`config.mk`:
```
export PLATFORM = sky130hd
export DESIGN_NAME = rpc_pattern_ctrl
export DESIGN_NICKNAME = d
export VERILOG_FILES = /design/src/include/rpc_pkg.sv /design/src/include/rpc_mem_if.sv /design/src/logic/rpc_cmd_mem.sv /design/src/logic/rpc_level_lut.sv /design/src/logic/rpc_pattern_ctrl.sv
export SDC_FILE = /design/constraint.sdc
export NUM_CORES = 1
export LEC_CHECK = 0
export ABC_AREA = 1
export BUFFER_PORTS_ARGS = -buffer_cell sky130_fd_sc_hd__buf_2
export CAP_MARGIN = 20
export CORE_ASPECT_RATIO = 0.6
export CORE_MARGIN = 2
export CORE_UTILIZATION = 60
export CTS_BUF_LIST = sky130_fd_sc_hd__clkbuf_16
export CTS_CLUSTER_DIAMETER = 40
export CTS_CLUSTER_SIZE = 12
export DETAILED_ROUTE_END_ITERATION = 16
export MAX_ROUTING_LAYER = met4
export PLACE_DENSITY = 0.86
export SETUP_SLACK_MARGIN = 0.2
export SYNTH_ARGS = -nofsm -noshare
export SYNTH_HDL_FRONTEND = slang
export SYNTH_HIERARCHICAL = 1
export SYNTH_SLANG_ARGS = --single-unit
```
`constraint.sdc`:
```
create_clock -name ref_clk -period 3.1 [get_ports ref_clk]
set_input_delay 0.155 -clock ref_clk [delete_from_list [all_inputs] [get_ports ref_clk]]
set_output_delay 0.155 -clock ref_clk [all_outputs]
set_load 0.01 [all_outputs]
```
`src/include/rpc_pkg.sv`:
```
// Shared constants, types and the level lookup function for the pattern controller
package rpc_pkg;

  // Clock and step timing
  localparam int CLK_HZ          = 20_000_000;
  localparam int CLK_PER_US      = CLK_HZ / 1_000_000;
  // One duration code is worth this much time, in microseconds
  localparam int CET_STEP_US     = 196_667;
  localparam int CET_STEP_CYCLES = CET_STEP_US * CLK_PER_US;

  // Register indices; byte address is four times the index
  localparam logic [5:0] IDX_PAT_CTRL = 6'h11;
  localparam logic [5:0] IDX_STATUS   = 6'h12;
  localparam logic [5:0] IDX_AUDIO2   = 6'h2b;
  localparam logic [1:0] IDX_CMD_TOP  = 2'h3;  // 0x30..0x3f

  // Sequencer control bits
  localparam int PAT_CURVE_BIT  = 0;
  localparam int PAT_REPEAT_BIT = 1;
  localparam int PAT_RUN_BIT    = 2;
  localparam logic [2:0] PAT_CTRL_RST = 3'h0;

  // Audio-follow control two fields
  localparam int AVG_BIT   = 4;
  localparam int MODE_LSB  = 2;
  localparam int SPEED_LSB = 0;
  localparam logic [4:0] AUDIO2_RST = 5'h00;

  // Status register fields
  localparam int STAT_BUSY_BIT = 0;
  localparam int STAT_STEP_LSB = 1;
  localparam int STAT_DONE_BIT = 4;

  // Command store shape: word A in the upper byte, word B in the lower
  localparam int CMD_STEPS = 8;
  localparam int STEP_AW   = 3;
  localparam int CMD_W     = 16;
  localparam int RED_LSB   = 13;
  localparam int GREEN_LSB = 10;
  localparam int CETHI_LSB = 8;
  localparam int CETLO_LSB = 6;
  localparam logic [CMD_W-1:0] CMD_RST = 16'h0000;
  localparam logic [STEP_AW-1:0] LAST_STEP = 3'h7;

  typedef enum logic [1:0] {BUS_IDLE, BUS_WAIT, BUS_DONE} rpc_bus_e;
  typedef enum logic [1:0] {SEQ_IDLE, SEQ_FETCH, SEQ_LATCH, SEQ_RUN} rpc_seq_e;

  // Percent of peak drive current per three-bit level code
  function automatic logic [6:0] rpc_level_pct(input logic [2:0] code,
                                               input logic       curve);
    logic [6:0] pct;
    pct = 7'h00;
    unique case (code)
      3'h0: pct = 7'h00;
      3'h1: pct = curve ? 7'h01 : 7'h07;
      3'h2: pct = curve ? 7'h02 : 7'h0e;
      3'h3: pct = curve ? 7'h04 : 7'h15;
      3'h4: pct = curve ? 7'h0a : 7'h20;
      3'h5: pct = curve ? 7'h15 : 7'h2e;
      3'h6: pct = curve ? 7'h2e : 7'h47;
      3'h7: pct = 7'h64;
    endcase
    return pct;
  endfunction : rpc_level_pct

endpackage : rpc_pkg

```
`src/include/rpc_mem_if.sv`:
```
// Link between the controller and its command store
`timescale 1ns/1ps
`default_nettype none
interface rpc_mem_if;
  import rpc_pkg::*;
  logic                 ce;
  logic                 wrEn;
  logic [STEP_AW-1:0]   wrAddr;
  logic [1:0]           wrMask;
  logic [7:0]           wrData;
  logic [STEP_AW-1:0]   rdAddrA;
  logic [CMD_W-1:0]     rdDataA;
  logic [STEP_AW-1:0]   rdAddrB;
  logic [CMD_W-1:0]     rdDataB;
  modport ctrl (output ce, wrEn, wrAddr, wrMask, wrData, rdAddrA, rdAddrB,
                input rdDataA, rdDataB);
  modport mem  (input ce, wrEn, wrAddr, wrMask, wrData, rdAddrA, rdAddrB,
                output rdDataA, rdDataB);
endinterface : rpc_mem_if
`default_nettype wire

```
`src/logic/rpc_cmd_mem.sv`:
```
// Command step store, one write port and two registered read ports
`timescale 1ns/1ps
`default_nettype none
module rpc_cmd_mem #(
  parameter int DEPTH = rpc_pkg::CMD_STEPS
) (
  input  wire logic ref_clk,
  input  wire logic reset_n,
  rpc_mem_if.mem    port
);
  import rpc_pkg::*;

  typedef struct packed {
    logic [DEPTH-1:0][CMD_W-1:0] cells;
    logic [CMD_W-1:0]            qa;
    logic [CMD_W-1:0]            qb;
  } rpc_mem_s;

  rpc_mem_s st;
  rpc_mem_s next_st;

  // Byte-masked write, both reads see the old contents
  always_comb begin
    next_st = st;
    if (port.ce) begin
      next_st.qa = st.cells[port.rdAddrA];
      next_st.qb = st.cells[port.rdAddrB];
      if (port.wrEn && port.wrMask[1])
        next_st.cells[port.wrAddr][15:8] = port.wrData;
      if (port.wrEn && port.wrMask[0])
        next_st.cells[port.wrAddr][7:0] = port.wrData;
    end
  end

  // All fields start at zero
  always_ff @(posedge ref_clk or negedge reset_n) begin
    if (!reset_n) st <= '0;
    else          st <= next_st;
  end

  assign port.rdDataA = st.qa;
  assign port.rdDataB = st.qb;

endmodule : rpc_cmd_mem
`default_nettype wire

```
`src/logic/rpc_level_lut.sv`:
```
// Level code to drive current percentage
`timescale 1ns/1ps
`default_nettype none
module rpc_level_lut (
  input  wire logic [2:0] code,
  input  wire logic       curve,
  output logic      [6:0] pct
);
  import rpc_pkg::*;

  // Pure table, registered by the caller
  always_comb begin
    pct = rpc_level_pct(code, curve);
  end

endmodule : rpc_level_lut
`default_nettype wire

```
`src/logic/rpc_pattern_ctrl.sv`:
```
// Red and green pattern command controller with audio-follow controls
//
// How it works
// - Red code in word A bits 7-5 maps to percent of peak current.
// - Green code in word A bits 4-2 uses the same two curves.
// - Averaging bit 4 of audio-follow control two enables averaging.
// - Bits 1-0 set response rate: fastest, fast, medium, slow.
// - Sequencer control bit 0 picks the intensity curve for all colours.
// - Run bit 2 low keeps sequencer idle; setting it starts at step zero.
// - Repeat bit 1 low plays once; high loops until stopped.
//
// Implementation choice: the Avalon-MM register port.
`timescale 1ns/1ps
`default_nettype none
module rpc_pattern_ctrl #(
  parameter int unsigned STEP_CYCLES = rpc_pkg::CET_STEP_CYCLES
) (
  input  wire logic        ref_clk,
  input  wire logic        reset_n,
  input  wire logic        clkEnable,
  input  wire logic [7:0]  avs_address,
  input  wire logic        avs_read,
  input  wire logic        avs_write,
  input  wire logic [31:0] avs_writedata,
  input  wire logic [3:0]  avs_byteenable,
  output logic      [31:0] avs_readdata,
  output logic             avs_waitrequest,
  output logic      [6:0]  redLevel,
  output logic      [6:0]  greenLevel,
  output logic             averageEnable,
  output logic      [1:0]  filterMode,
  output logic      [1:0]  responseRate,
  output logic             patternActive,
  output logic      [2:0]  patternStep
);
  import rpc_pkg::*;

  localparam int SW = $clog2(STEP_CYCLES + 1);
  localparam logic [SW-1:0] PRE_LAST = SW'(STEP_CYCLES - 1);

  typedef struct packed {
    logic [2:0]         patCtrl;
    logic [4:0]         audio2;
    rpc_bus_e           busSt;
    logic [31:0]        rdData;
    rpc_seq_e           seqSt;
    logic [STEP_AW-1:0] step;
    logic [SW-1:0]      pre;
    logic [3:0]         units;
    logic [CMD_W-1:0]   cmd;
    logic [6:0]         red;
    logic [6:0]         green;
    logic               done;
  } rpc_state_s;

  rpc_state_s st;
  rpc_state_s next_st;

  rpc_mem_if memBus ();

  logic [5:0] idx;
  logic       hitCmd;
  logic       busWr;
  logic [3:0] cet;
  logic       preEnd;
  logic       stepEnd;
  logic [2:0] redCode;
  logic [2:0] greenCode;
  logic [6:0] redPct;
  logic [6:0] greenPct;

  // Word index decode; command words sit at 0x30..0x3f
  assign idx    = avs_address[7:2];
  assign hitCmd = (idx[5:4] == IDX_CMD_TOP);
  assign busWr  = avs_write && !avs_waitrequest && avs_byteenable[0];

  // Writes finish at once; reads take three edges for the store read
  assign avs_waitrequest = (avs_read || avs_write) &&
                           (!clkEnable || (avs_read && st.busSt != BUS_DONE));
  assign avs_readdata = st.rdData;

  // Store hookup; bus reads on port A, sequencer fetches on port B
  assign memBus.ce      = clkEnable;
  assign memBus.wrEn    = busWr && hitCmd;
  assign memBus.wrAddr  = idx[3:1];
  assign memBus.wrMask  = idx[0] ? 2'h1 : 2'h2;
  assign memBus.wrData  = avs_writedata[7:0];
  assign memBus.rdAddrA = idx[3:1];
  assign memBus.rdAddrB = st.step;

  rpc_cmd_mem #(
    .DEPTH (CMD_STEPS)
  ) u_store (
    .ref_clk (ref_clk),
    .reset_n (reset_n),
    .port    (memBus.mem)
  );

  assign cet     = {st.cmd[CETHI_LSB +: 2], st.cmd[CETLO_LSB +: 2]};
  assign preEnd  = (st.pre == PRE_LAST);
  assign stepEnd = (st.seqSt == SEQ_RUN) && preEnd && (st.units == cet);

  // Codes are zero whenever no step is running, so the registered drivers go dark one edge later
  assign redCode   = (st.seqSt == SEQ_RUN) ? st.cmd[RED_LSB +: 3] : 3'h0;
  assign greenCode = (st.seqSt == SEQ_RUN) ? st.cmd[GREEN_LSB +: 3] : 3'h0;

  rpc_level_lut u_red (
    .code  (redCode),
    .curve (st.patCtrl[PAT_CURVE_BIT]),
    .pct   (redPct)
  );

  rpc_level_lut u_green (
    .code  (greenCode),
    .curve (st.patCtrl[PAT_CURVE_BIT]),
    .pct   (greenPct)
  );

  // Bus, register file and sequencer next state
  always_comb begin
    next_st = st;
    if (clkEnable) begin
      // Read path: accept, wait for store, answer
      unique case (st.busSt)
        BUS_IDLE: if (avs_read) next_st.busSt = BUS_WAIT;
        BUS_WAIT: begin
          next_st.busSt  = BUS_DONE;
          next_st.rdData = 32'h0000_0000;
          if (hitCmd)
            next_st.rdData[7:0] = idx[0] ? memBus.rdDataA[7:0]
                                         : memBus.rdDataA[15:8];
          else if (idx == IDX_PAT_CTRL)
            next_st.rdData[2:0] = st.patCtrl;
          else if (idx == IDX_AUDIO2)
            next_st.rdData[4:0] = st.audio2;
          else if (idx == IDX_STATUS) begin
            next_st.rdData[STAT_BUSY_BIT] = (st.seqSt != SEQ_IDLE);
            next_st.rdData[STAT_STEP_LSB +: 3] = st.step;
            next_st.rdData[STAT_DONE_BIT] = st.done;
          end
        end
        BUS_DONE: next_st.busSt = BUS_IDLE;
      endcase

      if (!st.patCtrl[PAT_RUN_BIT]) begin
        next_st.seqSt = SEQ_IDLE;
      end else begin
        unique case (st.seqSt)
          SEQ_IDLE: begin
            next_st.step  = '0;
            next_st.done  = 1'b0;
            next_st.seqSt = SEQ_FETCH;
          end
          SEQ_FETCH: next_st.seqSt = SEQ_LATCH;
          // Step words are latched so edits land on the next fetch
          SEQ_LATCH: begin
            next_st.cmd   = memBus.rdDataB;
            next_st.pre   = '0;
            next_st.units = 4'h0;
            next_st.seqSt = SEQ_RUN;
          end
          SEQ_RUN: begin
            // one prescaler wrap per code unit
            next_st.pre = st.pre + SW'(1);
            if (preEnd) begin
              next_st.pre   = '0;
              next_st.units = st.units + 4'h1;
            end
            if (stepEnd) begin
              next_st.seqSt = SEQ_FETCH;
              next_st.step  = st.step + 3'h1;
              // once or loop at last step
              if (st.step == LAST_STEP && !st.patCtrl[PAT_REPEAT_BIT]) begin
                next_st.seqSt               = SEQ_IDLE;
                next_st.done                = 1'b1;
                next_st.patCtrl[PAT_RUN_BIT] = 1'b0;
              end
            end
          end
        endcase
      end

      // Software writes last so a set of run beats the end-of-play clear
      if (busWr && idx == IDX_PAT_CTRL)
        next_st.patCtrl = avs_writedata[2:0];
      // averaging and rate held in audio-follow two
      if (busWr && idx == IDX_AUDIO2)
        next_st.audio2 = avs_writedata[4:0];

      next_st.red   = redPct;
      next_st.green = greenPct;
    end
  end

  // Single state register
  always_ff @(posedge ref_clk or negedge reset_n) begin
    if (!reset_n) begin
      st         <= '0;
      st.patCtrl <= PAT_CTRL_RST;
      st.audio2  <= AUDIO2_RST;
      st.cmd     <= CMD_RST;
      st.busSt   <= BUS_IDLE;
      st.seqSt   <= SEQ_IDLE;
    end else begin
      st <= next_st;
    end
  end

  // Outputs straight from state
  assign redLevel      = st.red;
  assign greenLevel    = st.green;
  assign averageEnable = st.audio2[AVG_BIT];
  assign filterMode    = st.audio2[MODE_LSB +: 2];
  assign responseRate  = st.audio2[SPEED_LSB +: 2];
  assign patternActive = (st.seqSt == SEQ_RUN);
  assign patternStep   = st.step;

  // red output follows latched code and curve
  property p_red_map;
    @(posedge ref_clk) disable iff (!reset_n)
    (clkEnable && st.seqSt == SEQ_RUN) |=>
      redLevel == rpc_level_pct($past(st.cmd[15:13]), $past(st.patCtrl[0]));
  endproperty
  a_red_map: assert property (p_red_map)
    else $error("red level does not match code");

  property p_green_map;
    @(posedge ref_clk) disable iff (!reset_n)
    (clkEnable && st.seqSt == SEQ_RUN) |=>
      greenLevel == rpc_level_pct($past(st.cmd[12:10]), $past(st.patCtrl[0]));
  endproperty
  a_green_map: assert property (p_green_map)
    else $error("green level does not match code");

  property p_avg_write;
    @(posedge ref_clk) disable iff (!reset_n)
    (busWr && idx == IDX_AUDIO2) |=> averageEnable == $past(avs_writedata[4]);
  endproperty
  a_avg_write: assert property (p_avg_write)
    else $error("averaging enable not updated");

  property p_rate_write;
    @(posedge ref_clk) disable iff (!reset_n)
    (busWr && idx == IDX_AUDIO2) |=>
      responseRate == $past(avs_writedata[1:0]);
  endproperty
  a_rate_write: assert property (p_rate_write)
    else $error("response rate not updated");

  // a step ends only after its full code count
  property p_step_len;
    @(posedge ref_clk) disable iff (!reset_n)
    (clkEnable && st.seqSt == SEQ_RUN && !stepEnd && st.patCtrl[2]) |=>
      st.step == $past(st.step) && st.seqSt == SEQ_RUN;
  endproperty
  a_step_len: assert property (p_step_len)
    else $error("step left before its duration");

  // curve one gives one percent for code one
  property p_curve_sel;
    @(posedge ref_clk) disable iff (!reset_n)
    (clkEnable && st.seqSt == SEQ_RUN && st.cmd[15:13] == 3'h1 &&
     st.patCtrl[0]) |=> redLevel == 7'h01;
  endproperty
  a_curve_sel: assert property (p_curve_sel)
    else $error("curve select ignored");

  // start goes to the first step through a fetch
  property p_start;
    @(posedge ref_clk) disable iff (!reset_n)
    (clkEnable && st.seqSt == SEQ_IDLE && st.patCtrl[2]) |=>
      st.step == 3'h0 && st.seqSt == SEQ_FETCH ##2 patternActive;
  endproperty
  a_start: assert property (p_start)
    else $error("sequence did not start at first step");

  // run low means idle next cycle
  property p_idle;
    @(posedge ref_clk) disable iff (!reset_n)
    (clkEnable && !st.patCtrl[2]) |=> !patternActive;
  endproperty
  a_idle: assert property (p_idle)
    else $error("sequencer active with run low");

  // single play ends idle, looping wraps to step zero
  property p_play_end;
    @(posedge ref_clk) disable iff (!reset_n)
    (clkEnable && stepEnd && st.step == 3'h7 && st.patCtrl[2]) |=>
      ($past(st.patCtrl[1]) ? (st.step == 3'h0 && st.seqSt == SEQ_FETCH)
                            : (st.seqSt == SEQ_IDLE && st.done));
  endproperty
  a_play_end: assert property (p_play_end)
    else $error("wrong action after last step");

endmodule : rpc_pattern_ctrl
`default_nettype wire

```
==> summary.md <==
| Metric | Value |
|---|---|
| Outcome | `finished, final reports clean` |
| Post-Synthesis Cells | `1776` |
| CTS tree | `built` |
| CP endpoint kind | `flop` |
| Yosys warns | `6` |
| Nets@finish | `roughly 1800` |
| CTS sink cnt | `228` |
| Final Hold Viols | `0` |
| Inserted Clock Buffers | `27` |
| Vias in the first global route | `between 10000 and 15000` |
| Peak supply drop | `0.598 mV` |
| # IOs | `105` |
| Worst-Skew Late Latency | `550 ps` |
| Largest net degree at the start of global routing | `between 100 and 150` |
| Max Fclk | `around 400 MHz` |
| Die height | `about 120 µm` |
| DP Wirelength | `23200 µm` |
| Area Overhead vs Synth | `6.26%` |
| Crit path required time | `3470 ps` |
| Netlist Area Pre-Place | `around 13000 µm²` |
| Crit Path Category | `reg -> reg` |
| Leakage | `7.08 nW` |
| Via/cell ratio | `5.76` |
| PortBufs | `51` |
| # rows | `41` |
| Antenna violations before repair | `0` |
| Antenna cell count | `0` |
| Global-route wire length before repair | `around 57000 µm` |
| CTS Root Cell | `clkbuf_16` |
| Worst path arrival time | `2850 ps` |
| GRT Total Usage | `31.9%` |
| Gpl congestion | `about 0.94` |
| WL final | `34800 µm` |
| Final cycle utilization of the critical path | `79.7%` |
| Pwr dens | `537 nW/µm²` |
| DRC | `0` |
| Slew margin rel. | `36.7%` |
| Startpoint types | `flop` |
| RSZ-0062 raised after global routing | `no` |
| 1st-pass router iterations | `9` |
| Layout cells sized above 1 | `9.40%` |
| Worst-Margin Slew | `948 ps` |
| H-tree depth | `1` |
| Clock Pin Slew Worst Setup and Hold Paths | `60 ps` |
| Setup TNS | `0 ps` |
| Slew Viols, Final | `0` |
| Final Skew | `about 28 ps` |
| Global route overflow | `0` |
| Core Box Area | `~21000 µm²` |
| Max Root-Sink Buffers | `3` |
| Hold Path Class | `in -> reg` |
| Fill cells | `1807` |
| Initial Util | `61.3%` |
| Final setup fails | `0` |
| Routed wire per std cell | `17.1 µm` |
| PostCTS Resize Cnt | `0` |
| Worst Path Max Fanout | `16` |
| Remaining antenna violation count | `0` |
| Syn Area/Cell | `7.26 µm²` |
| Vias | `11720` |
| Die Wd | `193 µm` |
| Maxcap violations | `0` |
| Min Tclk post-route | `2470 ps` |
| DRT iter0 DRCs | `1730` |
| Design Power | `7.36 mW` |
| Die ar. | `approximately 23000 µm²` |
## cell usage in the layout (no fill, tap or decap), types with 4 or more instances in the layout
cell,count
nor2_1,93
nor3_2,4
mux2_2,23
nand2_2,6
o31ai_1,5
clkbuf_16,27
inv_2,7
buf_2,50
inv_1,226
nand4_1,8
dfrtp_1,228
a21oi_1,18
nand2_1,556
nand3_1,220
xor2_1,5
buf_4,19
ha_1,12
conb_1,24
nor3_1,17
o21ai_0,142
o21ai_1,12
dlygate4sd3_1,9
## through the flow
stage	setup slack, ps	utilization (%)	area, µm²	cells	hold WS, ps
after floorplan	1250	-	13000	1799	-141
after global placement	843	60.9	12800	1983	72.3
after detailed placement	723	60.9	12800	1983	71.8
after CTS	726	65.1	13700	2034	2.94
after global routing	481	65.1	13700	2034	35.7
final	628	65.1	13700	2034	7.43
## final cells by class
class	instances	area, µm²	share of cell area (%)
Inverter	233	875	6.38
Clock buffer	27	676	4.93
Multi-Input combinational cell	1171	5430	39.7
Timing Repair Buffer	81	538	3.93
Clock inverter	15	124	0.904
Sequential cell	228	5710	41.6
Tap cell	279	349	2.55
## worst max-delay path, cell delays in order, from the launching register on
cell     delay (ps)
dfrtp_1         420
inv_1           110
ha_1            150
inv_1            40
nand2_1          60
nand4_1         160
nor2_1          220
nand3_1         150
inv_1           200
nand2_1         440
nand2_1         220
o21ai_0         140
## layer usage
| layer | GRT usage, % | wire [µm] |
|---|---|---|
| met1 | 46.4 | 14900 |
| met2 | 43.7 | 14100 |
| met3 | 9.28 | 4860 |
| met4 | 8.35 | 873 |
| met5 | - | 0 |
## power by group
group / total (mW) / switching (mW) / internal, mW / leakage (nW)
Combinational: 1.04 / 0.704 / 0.337 / 3.77
Clock: 2.94 / 1.28 / 1.67 / 0.397
Sequential: 3.37 / 0.164 / 3.21 / 2.91
## worst paths after layout
kind	start	endpoint	slack [ps]	cells past startpoint
setup / recovery	st[94]	u_store/st[105]	630	11
hold / removal	avs_writedata[2]	u_store/st[90]	7	3
setup reg to reg	st[94]	u_store/st[105]	630	11
hold reg to reg	u_store/port.rdDataB[11]	u_store/port.rdDataB[11]	480	2
max in group asynchronous	reset_n	u_store/port.rdDataB[11]	2090	3
min in group asynchronous	reset_n	u_store/st[114]	90	2
## what timing repair did
item,CTS,global route
setup endpoints to repair,0,0
hold buffers,9,0
buffers inserted,0,0
hold endpoints to repair,153,0
## registers in the layout, indices dropped and copies added, names as in the netlist
signal                count
u_store/st              128
st                       40
u_store/port.rdDataA     16
u_store/port.rdDataB     10
avs_readdata              8
greenLevel                7
redLevel                  7
cet                       4
patternStep               3
filterMode                2
responseRate              2
averageEnable             1
(Power assumes the default switching activity.)
